<file path="src/pkg/sadc_defs.svh">
// Named constants for the converter sequencer: field widths, timing counts and codes.
`ifndef SADC_DEFS_SVH
`define SADC_DEFS_SVH

// ***************************************************************
// Widths
// ***************************************************************
`define SADC_RES_W        10
`define SADC_CH_W         4
`define SADC_REF_W        2
`define SADC_PS_W         3
`define SADC_TS_W         3
`define SADC_PRE_W        7
`define SADC_HALF_W       6

// ***************************************************************
// Channel codes: eight pins, then bandgap and ground
// ***************************************************************
`define SADC_CH_PIN_LAST  4'h7
`define SADC_CH_BANDGAP   4'he
`define SADC_CH_GROUND    4'hf

// ***************************************************************
// Conversion timing in half converter clock cycles
// ***************************************************************
`define SADC_NORM_TOTAL   6'h1a
`define SADC_NORM_SH      6'h03
`define SADC_FIRST_TOTAL  6'h32
`define SADC_FIRST_SH     6'h1b
`define SADC_AUTO_TOTAL   6'h1b
`define SADC_AUTO_SH      6'h04
`define SADC_HALF_ONE     6'h01
`define SADC_HALF_LASTCYC 6'h02

// ***************************************************************
// Trigger handling
// ***************************************************************
`define SADC_TS_FREE_RUN  3'h0
`define SADC_TRIG_SYNC    3

// ***************************************************************
// Prescaler
// ***************************************************************
`define SADC_PRE_MIN_MASK 7'h01
`define SADC_PRE_ONE      7'h01
`define SADC_PRE_ZERO     7'h00
`define SADC_PS_MIN       3'h1

// ***************************************************************
// Reset values
// ***************************************************************
`define SADC_RES_RST      10'h000
`define SADC_BYTE_RST     8'h00
`define SADC_HALF_RST     6'h00

`endif

</file>
<file path="src/pkg/sadc_pkg.sv">
// Types shared by the converter sequencer.
package sadc_pkg;

  typedef enum logic [2:0]
  {
    SADC_IDLE = 3'b001,
    SADC_WAIT = 3'b010,
    SADC_CONV = 3'b100
  } sadc_state_t;

  typedef struct packed
  {
    logic [1:0] reference;
    logic [3:0] channel;
  } sadc_sel_t;

  typedef struct packed
  {
    logic [7:0] high;
    logic [7:0] low;
  } sadc_bytes_t;

endpackage

</file>
<file path="src/core/sadc_sequencer.sv">
// Sequencer for a 10-bit successive approximation converter.
`timescale 1ns/1ps
`include "sadc_defs.svh"

// Overview of operation
// - Selections take effect only while enable set.
// - Channels: eight pins, ground, bandgap.
// - Result right aligned, left when bit set.
// - Low byte read locks updates until high.
// - Complete flag set even if result discarded.
// - Start bit begins conversion, clears at end.
// - Channel change waits for running conversion.
// - Trigger rising edge resets prescaler, starts.
// - Trigger edges ignored unless idle three cycles later.
// - Flags set always; software clears trigger flag.
// - Complete flag source restarts, start stays high.
// - Start bit reads one during any conversion.
// - Prescaler held reset while enable clear.
// - Software start waits next converter rising edge.
// - Conversion 13 cycles, first one 25.
// - Sample strobe at 1.5, first at 13.5.
// - Completion writes result, sets flag, clears start.
// - Auto: sample at 2, total 13.5, sync 3.
// - Differential auto-trigger except complete flag source: every triggered conversion 25 cycles.
// - Selection buffered, locked during conversion, resumes last.
module sadc_sequencer
(
  input  wire logic                      ref_clk,
  input  wire logic                      sys_rst,
  input  wire logic                      clk_en,
  input  wire logic                      converter_enable,
  input  wire logic                      auto_trigger_enable,
  input  wire logic [`SADC_TS_W-1:0]     trigger_source_select,
  input  wire logic [7:0]                trigger_sources,
  input  wire logic                      differential_mode,
  input  wire logic [`SADC_PS_W-1:0]     prescale_select,
  input  wire logic                      left_align_result,
  input  wire logic                      start_write,
  input  wire logic                      sel_write,
  input  wire logic [`SADC_CH_W-1:0]     channel_select_bits,
  input  wire logic [`SADC_REF_W-1:0]    reference_select_bits,
  input  wire logic                      flag_clear,
  input  wire logic                      result_low_read,
  input  wire logic                      result_high_read,
  input  wire logic [`SADC_RES_W-1:0]    sar_data,
  output logic                           start_conversion_bit,
  output logic                           conversion_complete_flag,
  output logic [7:0]                     result_low_byte,
  output logic [7:0]                     result_high_byte,
  output logic [`SADC_CH_W-1:0]          active_channel,
  output logic [`SADC_REF_W-1:0]         active_reference,
  output logic                           analog_enable,
  output logic                           sample_hold,
  output logic                           converting
);

  // ***************************************************************
  // Functions
  // ***************************************************************
  function automatic logic [`SADC_PRE_W-1:0] pre_mask(input logic [`SADC_PS_W-1:0] ps);
    logic [`SADC_PRE_W-1:0] m;
    m = `SADC_PRE_MIN_MASK;
    if (ps > `SADC_PS_MIN)
    begin
      m = (`SADC_PRE_ONE << ps) - `SADC_PRE_ONE;
    end
    return m;
  endfunction

  function automatic sadc_pkg::sadc_bytes_t align(input logic [`SADC_RES_W-1:0] r,
                                                   input logic                    left);
    sadc_pkg::sadc_bytes_t b;
    b = left ? {r, 6'h00} : {6'h00, r};
    return b;
  endfunction

  // ***************************************************************
  // State
  // ***************************************************************
  sadc_pkg::sadc_state_t      state_r;
  sadc_pkg::sadc_state_t      state_nxt;
  logic [`SADC_PRE_W-1:0]     pre_r;
  logic [`SADC_PRE_W-1:0]     pre_nxt;
  logic [`SADC_HALF_W-1:0]    half_r;
  logic [`SADC_HALF_W-1:0]    half_nxt;
  logic [`SADC_HALF_W-1:0]    total_r;
  logic [`SADC_HALF_W-1:0]    total_nxt;
  logic [`SADC_HALF_W-1:0]    sh_r;
  logic [`SADC_HALF_W-1:0]    sh_nxt;
  logic                       init_pend_r;
  logic                       trig_prev_r;
  logic [`SADC_TRIG_SYNC-1:0] trig_pipe_r;
  logic                       lock_r;
  logic [`SADC_RES_W-1:0]     result_r;
  sadc_pkg::sadc_sel_t        hold_sel_r;
  sadc_pkg::sadc_sel_t        work_sel_r;

  // ***************************************************************
  // Decoding
  // ***************************************************************
  wire [`SADC_PRE_W-1:0] mask      = pre_mask(prescale_select);
  wire                   adc_rise  = converter_enable && (pre_r == mask);
  wire                   adc_fall  = converter_enable && (pre_r == (mask >> 1));
  wire                   half_tick = adc_rise || adc_fall;
  wire                   free_run  = auto_trigger_enable &&
                                     (trigger_source_select == `SADC_TS_FREE_RUN);
  wire                   trig_lvl  = trigger_sources[trigger_source_select];
  // The delayed edge (trig_fire) is qualified by idle, so an edge whose delayed copy emerges during a conversion is dropped.
  wire                   trig_edge = auto_trigger_enable && !free_run && trig_lvl &&
                                     !trig_prev_r;
  wire                   trig_fire = trig_pipe_r[`SADC_TRIG_SYNC-1] &&
                                     (state_r == sadc_pkg::SADC_IDLE);
  wire                   sw_go     = (state_r == sadc_pkg::SADC_WAIT) && adc_rise;
  wire                   in_conv   = (state_r == sadc_pkg::SADC_CONV);
  wire                   conv_done = in_conv && half_tick &&
                                     ((half_r + `SADC_HALF_ONE) == total_r);
  wire                   last_cyc  = in_conv && ((half_r + `SADC_HALF_LASTCYC) >= total_r);
  wire                   sel_open  = converter_enable &&
                                     ((state_r != sadc_pkg::SADC_CONV) || last_cyc);
  wire                   restart   = conv_done && free_run;
  wire                   diff_init = differential_mode && auto_trigger_enable && !free_run;
  wire                   store_ok  = conv_done && !lock_r;
  wire                   ch_legal  = (channel_select_bits <= `SADC_CH_PIN_LAST) ||
                                     (channel_select_bits == `SADC_CH_BANDGAP) ||
                                     (channel_select_bits == `SADC_CH_GROUND);
  wire [`SADC_RES_W-1:0]      res_src   = store_ok ? sar_data : result_r;
  wire sadc_pkg::sadc_bytes_t bytes_nxt = align(res_src, left_align_result);

  // ***************************************************************
  // Next state
  // ***************************************************************
  always_comb
  begin
    state_nxt = state_r;
    half_nxt  = half_r;
    total_nxt = total_r;
    sh_nxt    = sh_r;
    pre_nxt   = adc_rise ? `SADC_PRE_ZERO : pre_r + `SADC_PRE_ONE;
    if (!converter_enable || trig_fire)
    begin
      pre_nxt = `SADC_PRE_ZERO;
    end
    unique case (state_r)
      sadc_pkg::SADC_IDLE:
      begin
        if (trig_fire)
        begin
          state_nxt = sadc_pkg::SADC_CONV;
          half_nxt  = `SADC_HALF_RST;
          total_nxt = (init_pend_r || diff_init) ? `SADC_FIRST_TOTAL
                                                 : `SADC_AUTO_TOTAL;
          sh_nxt    = (init_pend_r || diff_init) ? `SADC_FIRST_SH : `SADC_AUTO_SH;
        end
        else if (start_write && converter_enable)
        begin
          state_nxt = sadc_pkg::SADC_WAIT;
        end
      end
      sadc_pkg::SADC_WAIT:
      begin
        if (sw_go)
        begin
          state_nxt = sadc_pkg::SADC_CONV;
          half_nxt  = `SADC_HALF_RST;
          total_nxt = init_pend_r ? `SADC_FIRST_TOTAL : `SADC_NORM_TOTAL;
          sh_nxt    = init_pend_r ? `SADC_FIRST_SH : `SADC_NORM_SH;
        end
      end
      sadc_pkg::SADC_CONV:
      begin
        if (half_tick)
        begin
          half_nxt = half_r + `SADC_HALF_ONE;
        end
        if (restart)
        begin
          half_nxt  = `SADC_HALF_RST;
          total_nxt = `SADC_NORM_TOTAL;
          sh_nxt    = `SADC_NORM_SH;
        end
        else if (conv_done)
        begin
          state_nxt = sadc_pkg::SADC_IDLE;
        end
      end
      default:
      begin
        state_nxt = sadc_pkg::SADC_IDLE;
      end
    endcase
    if (!converter_enable)
    begin
      state_nxt = sadc_pkg::SADC_IDLE;
    end
  end

  // ***************************************************************
  // Sequencing registers
  // ***************************************************************
  always_ff @(posedge ref_clk)
  begin
    if (sys_rst)
    begin
      state_r     <= sadc_pkg::SADC_IDLE;
      pre_r       <= `SADC_PRE_ZERO;
      half_r      <= `SADC_HALF_RST;
      total_r     <= `SADC_NORM_TOTAL;
      sh_r        <= `SADC_NORM_SH;
      init_pend_r <= 1'b1;
      trig_prev_r <= 1'b0;
      trig_pipe_r <= '0;
    end
    else if (clk_en)
    begin
      state_r     <= state_nxt;
      pre_r       <= pre_nxt;
      half_r      <= half_nxt;
      total_r     <= total_nxt;
      sh_r        <= sh_nxt;
      trig_prev_r <= trig_lvl;
      // Three cycles of delay keep the trigger-to-sample latency fixed.
      trig_pipe_r <= {trig_pipe_r[`SADC_TRIG_SYNC-2:0], trig_edge};
      if (!converter_enable)
      begin
        init_pend_r <= 1'b1;
      end
      else if (state_nxt == sadc_pkg::SADC_CONV)
      begin
        init_pend_r <= 1'b0;
      end
    end
  end

  // ***************************************************************
  // Result, flag and start bit
  // ***************************************************************
  always_ff @(posedge ref_clk)
  begin
    if (sys_rst)
    begin
      start_conversion_bit     <= 1'b0;
      conversion_complete_flag <= 1'b0;
      lock_r                   <= 1'b0;
      result_r                 <= `SADC_RES_RST;
      result_low_byte          <= `SADC_BYTE_RST;
      result_high_byte         <= `SADC_BYTE_RST;
      sample_hold              <= 1'b0;
    end
    else if (clk_en)
    begin
      if (state_nxt != sadc_pkg::SADC_IDLE)
      begin
        start_conversion_bit <= 1'b1;
      end
      else
      begin
        start_conversion_bit <= 1'b0;
      end
      // A completion in the same cycle as a clear leaves the flag set.
      if (conv_done)
      begin
        conversion_complete_flag <= 1'b1;
      end
      else if (flag_clear)
      begin
        conversion_complete_flag <= 1'b0;
      end
      if (store_ok)
      begin
        result_r <= sar_data;
      end
      if (result_high_read)
      begin
        lock_r <= 1'b0;
      end
      else if (result_low_read)
      begin
        lock_r <= 1'b1;
      end
      result_low_byte  <= bytes_nxt.low;
      result_high_byte <= bytes_nxt.high;
      sample_hold      <= in_conv && half_tick &&
                          ((half_r + `SADC_HALF_ONE) == sh_r);
    end
  end

  // ***************************************************************
  // Selection buffering
  // ***************************************************************
  always_ff @(posedge ref_clk)
  begin
    if (sys_rst)
    begin
      hold_sel_r       <= '0;
      work_sel_r       <= '0;
      active_channel   <= '0;
      active_reference <= '0;
      analog_enable    <= 1'b0;
      converting       <= 1'b0;
    end
    else if (clk_en)
    begin
      // Reserved channel codes are refused so the mux never sees them.
      if (sel_write && ch_legal)
      begin
        hold_sel_r <= {reference_select_bits, channel_select_bits};
      end
      if (sel_open)
      begin
        work_sel_r <= hold_sel_r;
      end
      active_channel   <= work_sel_r.channel;
      active_reference <= work_sel_r.reference;
      analog_enable    <= converter_enable;
      converting       <= (state_nxt == sadc_pkg::SADC_CONV);
    end
  end

  // ***************************************************************
  // Checks
  // ***************************************************************
  pre_held_a: assert property (@(posedge ref_clk) disable iff (sys_rst)
    clk_en && !converter_enable |=> pre_r == `SADC_PRE_ZERO)
    else $error("prescaler ran while disabled");

  lock_keep_a: assert property (@(posedge ref_clk) disable iff (sys_rst)
    clk_en && conv_done && lock_r |=> $stable(result_r))
    else $error("locked result was overwritten");

  flag_disc_a: assert property (@(posedge ref_clk) disable iff (sys_rst)
    clk_en && conv_done |=> conversion_complete_flag)
    else $error("complete flag missing after conversion");

  start_busy_a: assert property (@(posedge ref_clk) disable iff (sys_rst)
    in_conv |-> start_conversion_bit)
    else $error("start bit low during conversion");

  start_clear_a: assert property (@(posedge ref_clk) disable iff (sys_rst)
    clk_en && conv_done && !free_run && converter_enable |=> !start_conversion_bit)
    else $error("start bit not cleared at completion");

  free_run_a: assert property (@(posedge ref_clk) disable iff (sys_rst)
    clk_en && restart && converter_enable |=> in_conv && half_r == `SADC_HALF_RST)
    else $error("free running did not restart");

  trig_ignore_a: assert property (@(posedge ref_clk) disable iff (sys_rst)
    clk_en && in_conv && trig_pipe_r[`SADC_TRIG_SYNC-1] && !conv_done && converter_enable
    |=> in_conv && half_r >= $past(half_r))
    else $error("trigger edge restarted a running conversion");

  trig_start_a: assert property (@(posedge ref_clk) disable iff (sys_rst)
    clk_en && trig_fire && converter_enable |=> in_conv && pre_r == `SADC_PRE_ZERO)
    else $error("trigger did not start conversion");

  sel_lock_a: assert property (@(posedge ref_clk) disable iff (sys_rst)
    clk_en && in_conv && !last_cyc |=> $stable(work_sel_r))
    else $error("selection changed mid conversion");

  sw_edge_a: assert property (@(posedge ref_clk) disable iff (sys_rst)
    clk_en && state_r == sadc_pkg::SADC_WAIT && !adc_rise && converter_enable
    |=> state_r == sadc_pkg::SADC_WAIT)
    else $error("software start left wait early");

endmodule

</file>
<file path="config.mk">
export PLATFORM = sky130hd
export DESIGN_NAME = sadc_sequencer
export DESIGN_NICKNAME = d
export VERILOG_FILES = /design/src/pkg/sadc_pkg.sv /design/src/core/sadc_sequencer.sv
export VERILOG_INCLUDE_DIRS = /design/src /design/src/pkg
export SDC_FILE = /design/constraint.sdc
export NUM_CORES = 1
export LEC_CHECK = 0
export ABC_CLOCK_PERIOD_IN_PS = 5150
export BUFFER_PORTS_ARGS = -buffer_cell sky130_fd_sc_hd__buf_2
export CAP_MARGIN = 20
export CORE_MARGIN = 2
export CORE_UTILIZATION = 56
export CTS_CLUSTER_SIZE = 28
export DETAILED_ROUTE_END_ITERATION = 8
export HOLD_SLACK_MARGIN = 0.08
export PLACE_DENSITY = 0.91
export SLEW_MARGIN = 30
export SYNTH_ARGS = -nofsm -noshare
export SYNTH_HDL_FRONTEND = slang
export SYNTH_SLANG_ARGS = --single-unit
</file>
<file path="constraint.sdc">
create_clock -name ref_clk -period 5.15 [get_ports ref_clk]
set_input_delay 0.7725 -clock ref_clk [delete_from_list [all_inputs] [get_ports ref_clk]]
set_output_delay 0.7725 -clock ref_clk [all_outputs]
set_load 0.01 [all_outputs]
</file>
### Yosys cells after proc, flatten, opt, wreduce, memory -nomap -nowiden

Index checks and enable logic that the tools add are counted.
W data, S select, Z words.

| operators by class | value |
|---|---|
| add/sub/neg operators | 4 |
| eq/ne operators | 17 |
| shift operators | 1 |
| reduce and logical (&&, ||, !) cells | 40 |
| multiplexer cells | 38 |
| magnitude comparators | 4 |

Operators with widths:

| kind | count |
|---|---|
| $mux W6 | 12 |
| $pmux W6 S3 | 3 |
| $mux W7 | 3 |
| $logic_and A1 B1 Y1 | 19 |
| $mux W3 | 6 |
| $mux W16 | 1 |
| $eq A6 B6 Y1 | 2 |
| $mux W10 | 1 |
| $mux W5 | 2 |
| $reduce_and A2 Y1 | 5 |
| $reduce_and A5 Y1 | 2 |
| $pmux W3 S3 | 1 |
| $eq A4 B4 Y1 const B | 2 |
| $mux W1 | 8 |
| $add A7 B1 Y7 const B | 1 |
| $eq A7 B6 Y1 | 1 |
| $eq A7 B7 Y1 | 1 |
| $shl A1 B3 Y7 const A | 1 |
| $sub A7 B1 Y7 const B | 1 |
| $add A6 B1 Y6 const B | 1 |
| $add A6 B2 Y6 const B | 1 |
| $eq A3 B3 Y1 const B | 2 |
| $ge A6 B6 Y1 | 1 |
| $logic_or A1 B1 Y1 | 6 |
| 15 further kinds | 21 |

| word-level totals | value |
|---|---|
| register bits | 83 |
| output and inout port bits | 27 |

### Longest topological paths before layout

Gate-level depths: netlist of run 1.

| logic depth | value |
|---|---|
| word-level depth | 15 |
| mapped depth | 15 |
| gate-level depth less buffers | 11 |

### Least setup slack after synthesis of run 1

Ideal clock, no wire load.

| path | value |
|---|---|
| path type | input to register |
| start | input port prescale_select[2] |
| end | register half_r[4] |
| path buffers | 3 |
| path slack | 1.263 ns |
| stages | 13 |
| arrival | 3.813 ns |
| data required time | 5.076 ns |
| cells stage by stage | buf_2 buf_4 or3_1 ha_1 buf_2 xor2_1 nor2_1 xnor2_1 nor4b_4 a31oi_2 or4_4 or3_1 a31oi_1 |

| on the way | value |
|---|---|
| cells in the longest elaborated chain, start to end | 11 |

RTL lines:

| element | RTL line | text |
|---|---|---|
| from (decl) | sadc_sequencer.sv:36 | `` input wire logic [`SADC_PS_W-1:0] prescale_select, `` |
| $shl A1 B3 Y7 (no source line) | -- |  |
| $sub A7 B1 Y7 (no source line) | -- |  |
| $mux W7 * | sadc_sequencer.sv:63 | `` if (ps > `SADC_PS_MIN) `` |
| $eq A7 B7 Y1 / $eq A7 B6 Y1 (equally long branches) | sadc_sequencer.sv:102, sadc_sequencer.sv:103 |  |
| $logic_and A1 B1 Y1, on equally long branches | sadc_sequencer.sv:102, sadc_sequencer.sv:103 |  |
| $logic_or A1 B1 Y1 | sadc_sequencer.sv:104 | `wire half_tick = adc_rise \|\| adc_fall;` |
| $logic_and A1 B1 Y1 (2 in a row) | sadc_sequencer.sv:115 | `wire conv_done = in_conv && half_tick &&` |
| $logic_and A1 B1 Y1 | sadc_sequencer.sv:120 | `wire restart = conv_done && free_run;` |
| $ne A3 B2 Y1 (no source line) / $mux W6 (equally long branches) | -- |  |
| $reduce_and A5 Y1 (no source line) / $pmux W6 S3 (equally long branches) | -- |  |
| to (signal assigned) | sadc_sequencer.sv:206 | `` half_r <= `SADC_HALF_RST; `` |
| to (signal assigned) | sadc_sequencer.sv:217 | `half_r <= half_nxt;` |
| to (decl) | sadc_sequencer.sv:84 | `` logic [`SADC_HALF_W-1:0] half_r; `` |

Every way passes the cells marked *; elsewhere a longest branch is shown, timed or not.
A chain may end at the register's enable or synchronous reset.

### Worst setup path in the final report of run 1

| path | value |
|---|---|
| start | input port prescale_select[2] |
| end | register half_r[5] |

The elaborated chain is that of the path after synthesis.

==> results of run 1 <==
[layout make-up]
cell class | instances | area [um2]
clock inverters | 6 | 41.3
fillers | 555 | 2310
flip-flops and latches | 75 | 1500
repair buffers | 72 | 370
well taps | 96 | 120
multi-input cells | 341 | 2280
inverters | 13 | 48.8
clock buffers | 10 | 128
[through the flow]
stage	setup WS, ns	util (%)	hold slack, ns	total power, W
after floorplan	1.26	-	0.460	0.000671
after CTS	1.41	66.0	0.464	0.00109
after global placement	1.16	63.5	0.432	0.000700
after detailed placement	1.06	63.5	0.445	0.000704
final	1.38	66.1	0.456	0.00109
after global routing	1.11	66.1	0.488	0.00113
[logic make-up (layout without fill, tap and decap cells)]
family,count (synthesis),count (layout),synth area share (%)
AND/OR/NAND/NOR,157,157,19.8
AO/OA/AOI/OAI,98,98,15.4
flip-flops,75,75,38.1
multiplexers,61,61,16.2
buffers and inverters,42,101,4.35
XOR/XNOR,18,18,4.00
adder cells (fa/ha/maj),7,7,2.22
[cell usage after synthesis (all sizes together), types with 5 or more instances]
cell type and count:
clkbuf 20, o21ai 27, or4 5, nor2 65
nand3 8, xnor2 15, a21o 5, a21oi 32
nand2 35, dfxtp 75, or3 5, ha 7
mux2i 58, buf 9, a211oi 7, inv 13
nor3 7
[worst max-delay path: stages]
cell	delay, ns
buf_2	0.19
or3_1	0.40
ha_1	0.30
nor4b_1	0.42
nand2_1	0.09
nand3_1	0.09
nor4b_4	0.48
a31oi_2	0.27
or4_4	0.49
or4_1	0.41
o31ai_1	0.09
[flip-flops by register name, indices dropped and copies added, names as in the netlist, 2 cells and up]
signal / cells
active_channel: 4
active_reference: 2
half_r: 6
hold_sel_r: 6
pre_r: 7
result_high_byte: 8
result_low_byte: 8
result_r: 10
sh_r: 2
state_r: 3
total_r: 2
trig_pipe_r: 3
work_sel_r: 6
[per-layer routing]
metal | global-route usage [%] | routed length [um] | vias up | share of wire (%)
met3 | 4.81 | 472 | 19 | 5.2
met2 | 41.6 | 4570 | 112 | 50
li1 | - | - | 1727 | -
met5 | 0 | 0 | - | 0
met1 | 30.0 | 3930 | 1648 | 43
met4 | 10.3 | 189 | 0 | 2.1
[power breakdown]
group / internal, W / total (W) / switching [W]
registers: 0.000586 / 0.000591 / 0.00000513
clock network: 0.000176 / 0.000394 / 0.000218
logic: 0.0000431 / 0.000101 / 0.0000579
[final timing paths]
check | start | end | slack, ns | cells after the start
max | prescale_select[2] | half_r[5]$_SDFFE_PP0P_ | 1.38 | 11
max reg2reg | pre_r[4]$_SDFFE_PP0P_ | half_r[5]$_SDFFE_PP0P_ | 2.16 | 8
min reg2reg | result_low_byte[2]$_SDFFE_PP0P_ | result_low_byte[2]$_SDFFE_PP0P_ | 0.46 | 2
min | result_low_byte[2]$_SDFFE_PP0P_ | result_low_byte[2]$_SDFFE_PP0P_ | 0.46 | 2
==> key figures, run 1 <==
Pwr
  – PwrDens: 242 nW/um2
  – Worst vdd ir: 0.181 mV
  – Cell leakage power: 1.95 nW

Synthesis
  – Synth async-reset ratio: 0%
  – Cells after Synth: around 460
  – Synth area leaders: dfxtp_1 (38%), mux2i_1 (15%), nor2_1 (6.0%)
  – Share of the synthesized area in the top cell type: a little under two fifths
  – Post-synth EDFFs: 0
  – Post-synthesis sequential area ratio: about two fifths
  – Cell accounting for the most synthesized area: dfxtp_1
  – Main synth FF type: dfxtp_1
  – Count of cell types in the netlist: 56
  – Mapped Area: 3940 um2
  – Synth Register Bits: between 70 and 80
  – Yosys warns: 0
  – Mean Syn Cell Area: between 8 and 9 um2
  – Net Count, Synth: between 500 and 600

Final layout
  – Ant. Diodes: 0
  – Layout Nets: 561
  – Non-Filler Cell Area, Final: 4490 um2
  – Post-Layout Cell Count: 613
  – Layout area overhead: 13.8%
  – Commonest non-fill, non-tap cell in the layout: dfxtp_1
  – Highest-count cells in the layout ignoring fill and taps: dfxtp_1 (75), buf_2 (68), nor2_1 (62)
  – Layout cells sized above 1: 19.9%

Critical path
  – CP Data Arrival Time: 4.01 ns
  – Required @ worst endpoint: 5.39 ns
  – Crit path max fanout: 18
  – Critical Path Start Type: input port
  – CP Capture Type: register
  – CP Class: input port to register

Detailed routing
  – Drc violations: 0
  – Vias per inst: 5.72
  – WL final: 9.16 mm
  – WL per Instance: 14.9 um
  – Antenna viol nets, final: 0
  – TritonRoute pass-1 iters: 5
  – Iteration-0 DRC count of the detailed router: 279
  – DR vias: between 3000 and 4000

Placement
  – RD Place Congestion: between 0.9 and 1
  – DP Wirelength: between 6 and 7 mm
  – Inst Count DP: 597
  – PortBufs: 68
  – Post-DP Area: around 4300 um2

Die
  – Die Wd: 87.9 um
  – Initial Util: 58.0%
  – Rows: 30
  – Ports: 69
  – DIE AREA: 7730 um2
  – Core area: 6790 um2
  – Die height: 87.9 um

Clock network
  – Num Clock Sinks: 75
  – TritonCTS buffer count: 9
  – CTS tree: built
  – CTS root buf: clkbuf_8
  – CTS max path bufs: 2
  – Hold buffers post-CTS: 0
  – Worst skew pair latency: about 0.34 ns
  – Post-CTS resize count: 0
  – Clock-pin slew on the worst setup and hold paths: 0.08 ns
  – H-tree depth: 3
  – Post-CTS setup buffers: 0

GRT
  – Gr usage total: 24.4%
  – Vias in the first global route: 3333
  – Initial antenna violation count: 0
  – Global-route wire length before repair: roughly 15 mm
  – Largest net degree at the start of global routing: 69
  – Gr ovfl total: 0

Worst hold path
  – Worst hold path type: register to register

Run status
  – Status: finished, final reports clean

STA
  – Final clock skew: 0.00788 ns
  – Worst-Margin Slew: 0.737 ns
  – RSZ-0062 raised after global routing: false
  – Final period utilization: roughly 73%
  – Fmax: between 0.2 and 0.3 GHz
  – Tmin final: between 3 and 4 ns
  – Pins Over Slew Limit: 0
  – Setup TNS: 0 ns
  – Final hold vios: 0
  – Slew margin rel.: just over 50%
  – Finish-stage setup viols: 0

Run
  – Max-capacitance violation count: 0
Note: power is estimated with default switching activity, not from simulation.
==> run 2: changes to the inputs <==
- ABC_CLOCK_PERIOD_IN_PS: 5150 -> 3600
- clock period: 5.15 -> 3.6 ns (I/O delays scaled with it)
==> run 2 against run 1 <==
Compared with the run above: clock-buffer cell count up 1; die area unchanged; critical path depth did not move; sequential share of layout area fell by 0.88 points; register-to-register slack worse by 1.5 ns; clock power increased by 73%; largest power group unchanged.
==> key figures, run 2 (synthesized netlist as in run 1, its figures left out) <==
STA
  – Final period utilization: 90.5%
  – Final hold vios: 0 (unchanged)
  – Tmin final: 3.26 ns
  – PnR worst setup slack: 0.344 ns (-1.04 ns)
  – Final clock skew: 0.00973 ns (+0.00186 ns)
  – Fmax: 0.307 GHz
  – Worst-Margin Slew: 0.922 ns (+0.185 ns)
  – Setup TNS: 0 ns (unchanged)
  – Hold WS: 0.369 ns (-0.0876 ns)
  – Pins Over Slew Limit: 0 (unchanged)
  – Slew margin rel.: 38.3% (-13 points)
  – RSZ-0062 raised after global routing: false
  – Finish-stage setup viols: 0 (unchanged)

Critical path
  – Slowest CP cell: or4_4
  – Worst stage delay on the critical path: 0.55 ns (+0.06 ns)
  – Worst path buffer plus inverter count: 1 (unchanged)
  – CP Data Arrival Time: 3.51 ns (-0.50 ns)
  – CP Class: input port to register
  – Crit path max fanout: 9 (-9)
  – CP Capture Type: register
  – CP cell instances: buf_2 > or3_1 > ha_1 > xor2_1 > nor2_1 > xnor2_1 > nor4b_4 > nor2_2 > or4_4 > or4_1 > o31ai_1
  – Critical Path Start Type: input port
  – Required @ worst endpoint: 3.86 ns (-1.53 ns)
  – Cell family with most CP delay: simple AND/OR/NAND/NOR gates

Clock network
  – Hold buffers post-CTS: 0 (unchanged)
  – Worst skew pair latency: 0.35 ns (about the same)
  – Clock-pin slew on the worst setup and hold paths: 0.07 ns (about the same)
  – H-tree depth: 3 (unchanged)
  – Num Clock Sinks: 75 (unchanged)
  – TritonCTS buffer count: 9 (unchanged)
  – CTS root buf: clkbuf_8
  – CTS tree: built
  – Post-CTS setup buffers: 0 (unchanged)
  – CTS max path bufs: 2 (unchanged)
  – Post-CTS resize count: 0 (unchanged)

Final layout
  – Highest-count cells in the layout ignoring fill and taps: dfxtp_1 (75), buf_2 (68), nor2_1 (63)
  – FF+latch area: 1500 um2 (unchanged)
  – Non-Filler Cell Area, Final: 4610 um2 (+2.7%)
  – Layout cells sized above 1: 21.3% (+1.4 points)
  – Layout area overhead: 16.9%
  – Top reg by flops: result_r
  – Footprint of the multi-input gates: 2300 um2 (+0.82%)
  – Fillcell total: 521 (-6.1%)
  – Number of flip-flops under the largest register name: 10 (unchanged)
  – Layout Nets: 569 (+1.4%)
  – Commonest non-fill, non-tap cell in the layout: dfxtp_1
  – Ant. Diodes: 0 (unchanged)
  – Top flop regs: result_r x10, result_high_byte x8, result_low_byte x8

Die
  – DIE AREA: 7730 um2 (unchanged)
  – Die height: 87.9 um (unchanged)
  – Ports: 69 (unchanged)
  – Rows: 30 (unchanged)
  – Die Wd: 87.9 um (unchanged)
  – Core area: 6790 um2 (unchanged)
  – Initial Util: 58.0% (unchanged)

GRT
  – Largest net degree at the start of global routing: 36 (-48%)
  – Gr usage total: 25.7% (+1.3 points)
  – Gr ovfl total: 0 (unchanged)
  – Global-route wire length before repair: 15.6 mm (+4.3%)
  – Initial antenna violation count: 0 (unchanged)
  – Vias in the first global route: 3329 (-0.12%)

Pwr
  – Total chip power: 0.00168 W (+54%)
  – Worst vdd ir: 0.358 mV (+97%)
  – Cell leakage power: 2.01 nW (+3.1%)
  – PwrDens: 364 nW/um2 (+50%)

Detailed routing
  – WL final: 9.35 mm (+2.1%)
  – WL per Instance: 15.1 um (+0.74%)
  – Antenna viol nets, final: 0 (unchanged)
  – Vias per inst: 5.67 (-0.81%)
  – Iteration-0 DRC count of the detailed router: 267 (-4.3%)
  – TritonRoute pass-1 iters: 6 (+1)
  – Drc violations: 0 (unchanged)
  – DR vias: 3523 (+0.48%)

Placement
  – PortBufs: 68 (unchanged)
  – DP Wirelength: 6.36 mm (+0.31%)
  – Post-DP Area: 4400 um2 (+1.9%)
  – Pre-CTS setup slack: -0.0215 ns (-1.08 ns)
  – RD Place Congestion: 0.910 (-4.5%)

Run
  – Max-capacitance violation count: 0 (unchanged)

Run status
  – Status: finished, final reports clean

Worst hold path
  – Worst hold path type: input port to register
run 2: cell count changes in the layout (fill, tap and decap cells not counted), sizes merged:
cell	change
clkbuf	+1
bufinv	+1
clkinv	-3
clkinvlp	+1
buf	+8
run 2: area by class of cell:
type / count / share of cell area (%)
clock buffers: 11 / 3.28
clock inverters: 5 / 1.30
inverters: 13 / 1.06
multi-input cells: 341 / 49.8
flip-flops and latches: 75 / 32.6
well taps: 96 / 2.61
repair buffers: 80 / 9.34
run 2: report_power, final:
group | switching [W] | leakage (nW) | internal [W]
clock | 0.000319 | 0.106 | 0.000360
sequential | 0.00000768 | 0.606 | 0.000838
combinational | 0.0000844 | 1.29 | 0.0000666
run 2: per-layer routing:
metal	part of all wire [%]	wire length [um]	GRT usage, %
met1	42	3950	32.1
met2	51	4740	44.2
met3	5.4	503	6.03
met4	1.6	152	7.97
met5	0	0	0
run 2: per-stage QoR:
step	instances	util [%]
after floorplan	458	-
after global placement	605	64.7
after detailed placement	605	64.7
after CTS	621	67.8
after global routing	621	67.8
final	621	67.8
run 2: path summary, 6_finish.rpt:
check,slack [ns],start,to,cells past startpoint
worst max register to register,0.69,pre_r[4]$_SDFFE_PP0P_,half_r[5]$_SDFFE_PP0P_,8
worst max-delay path,0.34,prescale_select[2],half_r[5]$_SDFFE_PP0P_,11
worst min-delay path,0.37,result_high_read,lock_r$_SDFFE_PP0P_,2
worst min register to register,0.46,result_high_byte[7]$_SDFFE_PP0P_,result_high_byte[7]$_SDFFE_PP0P_,2
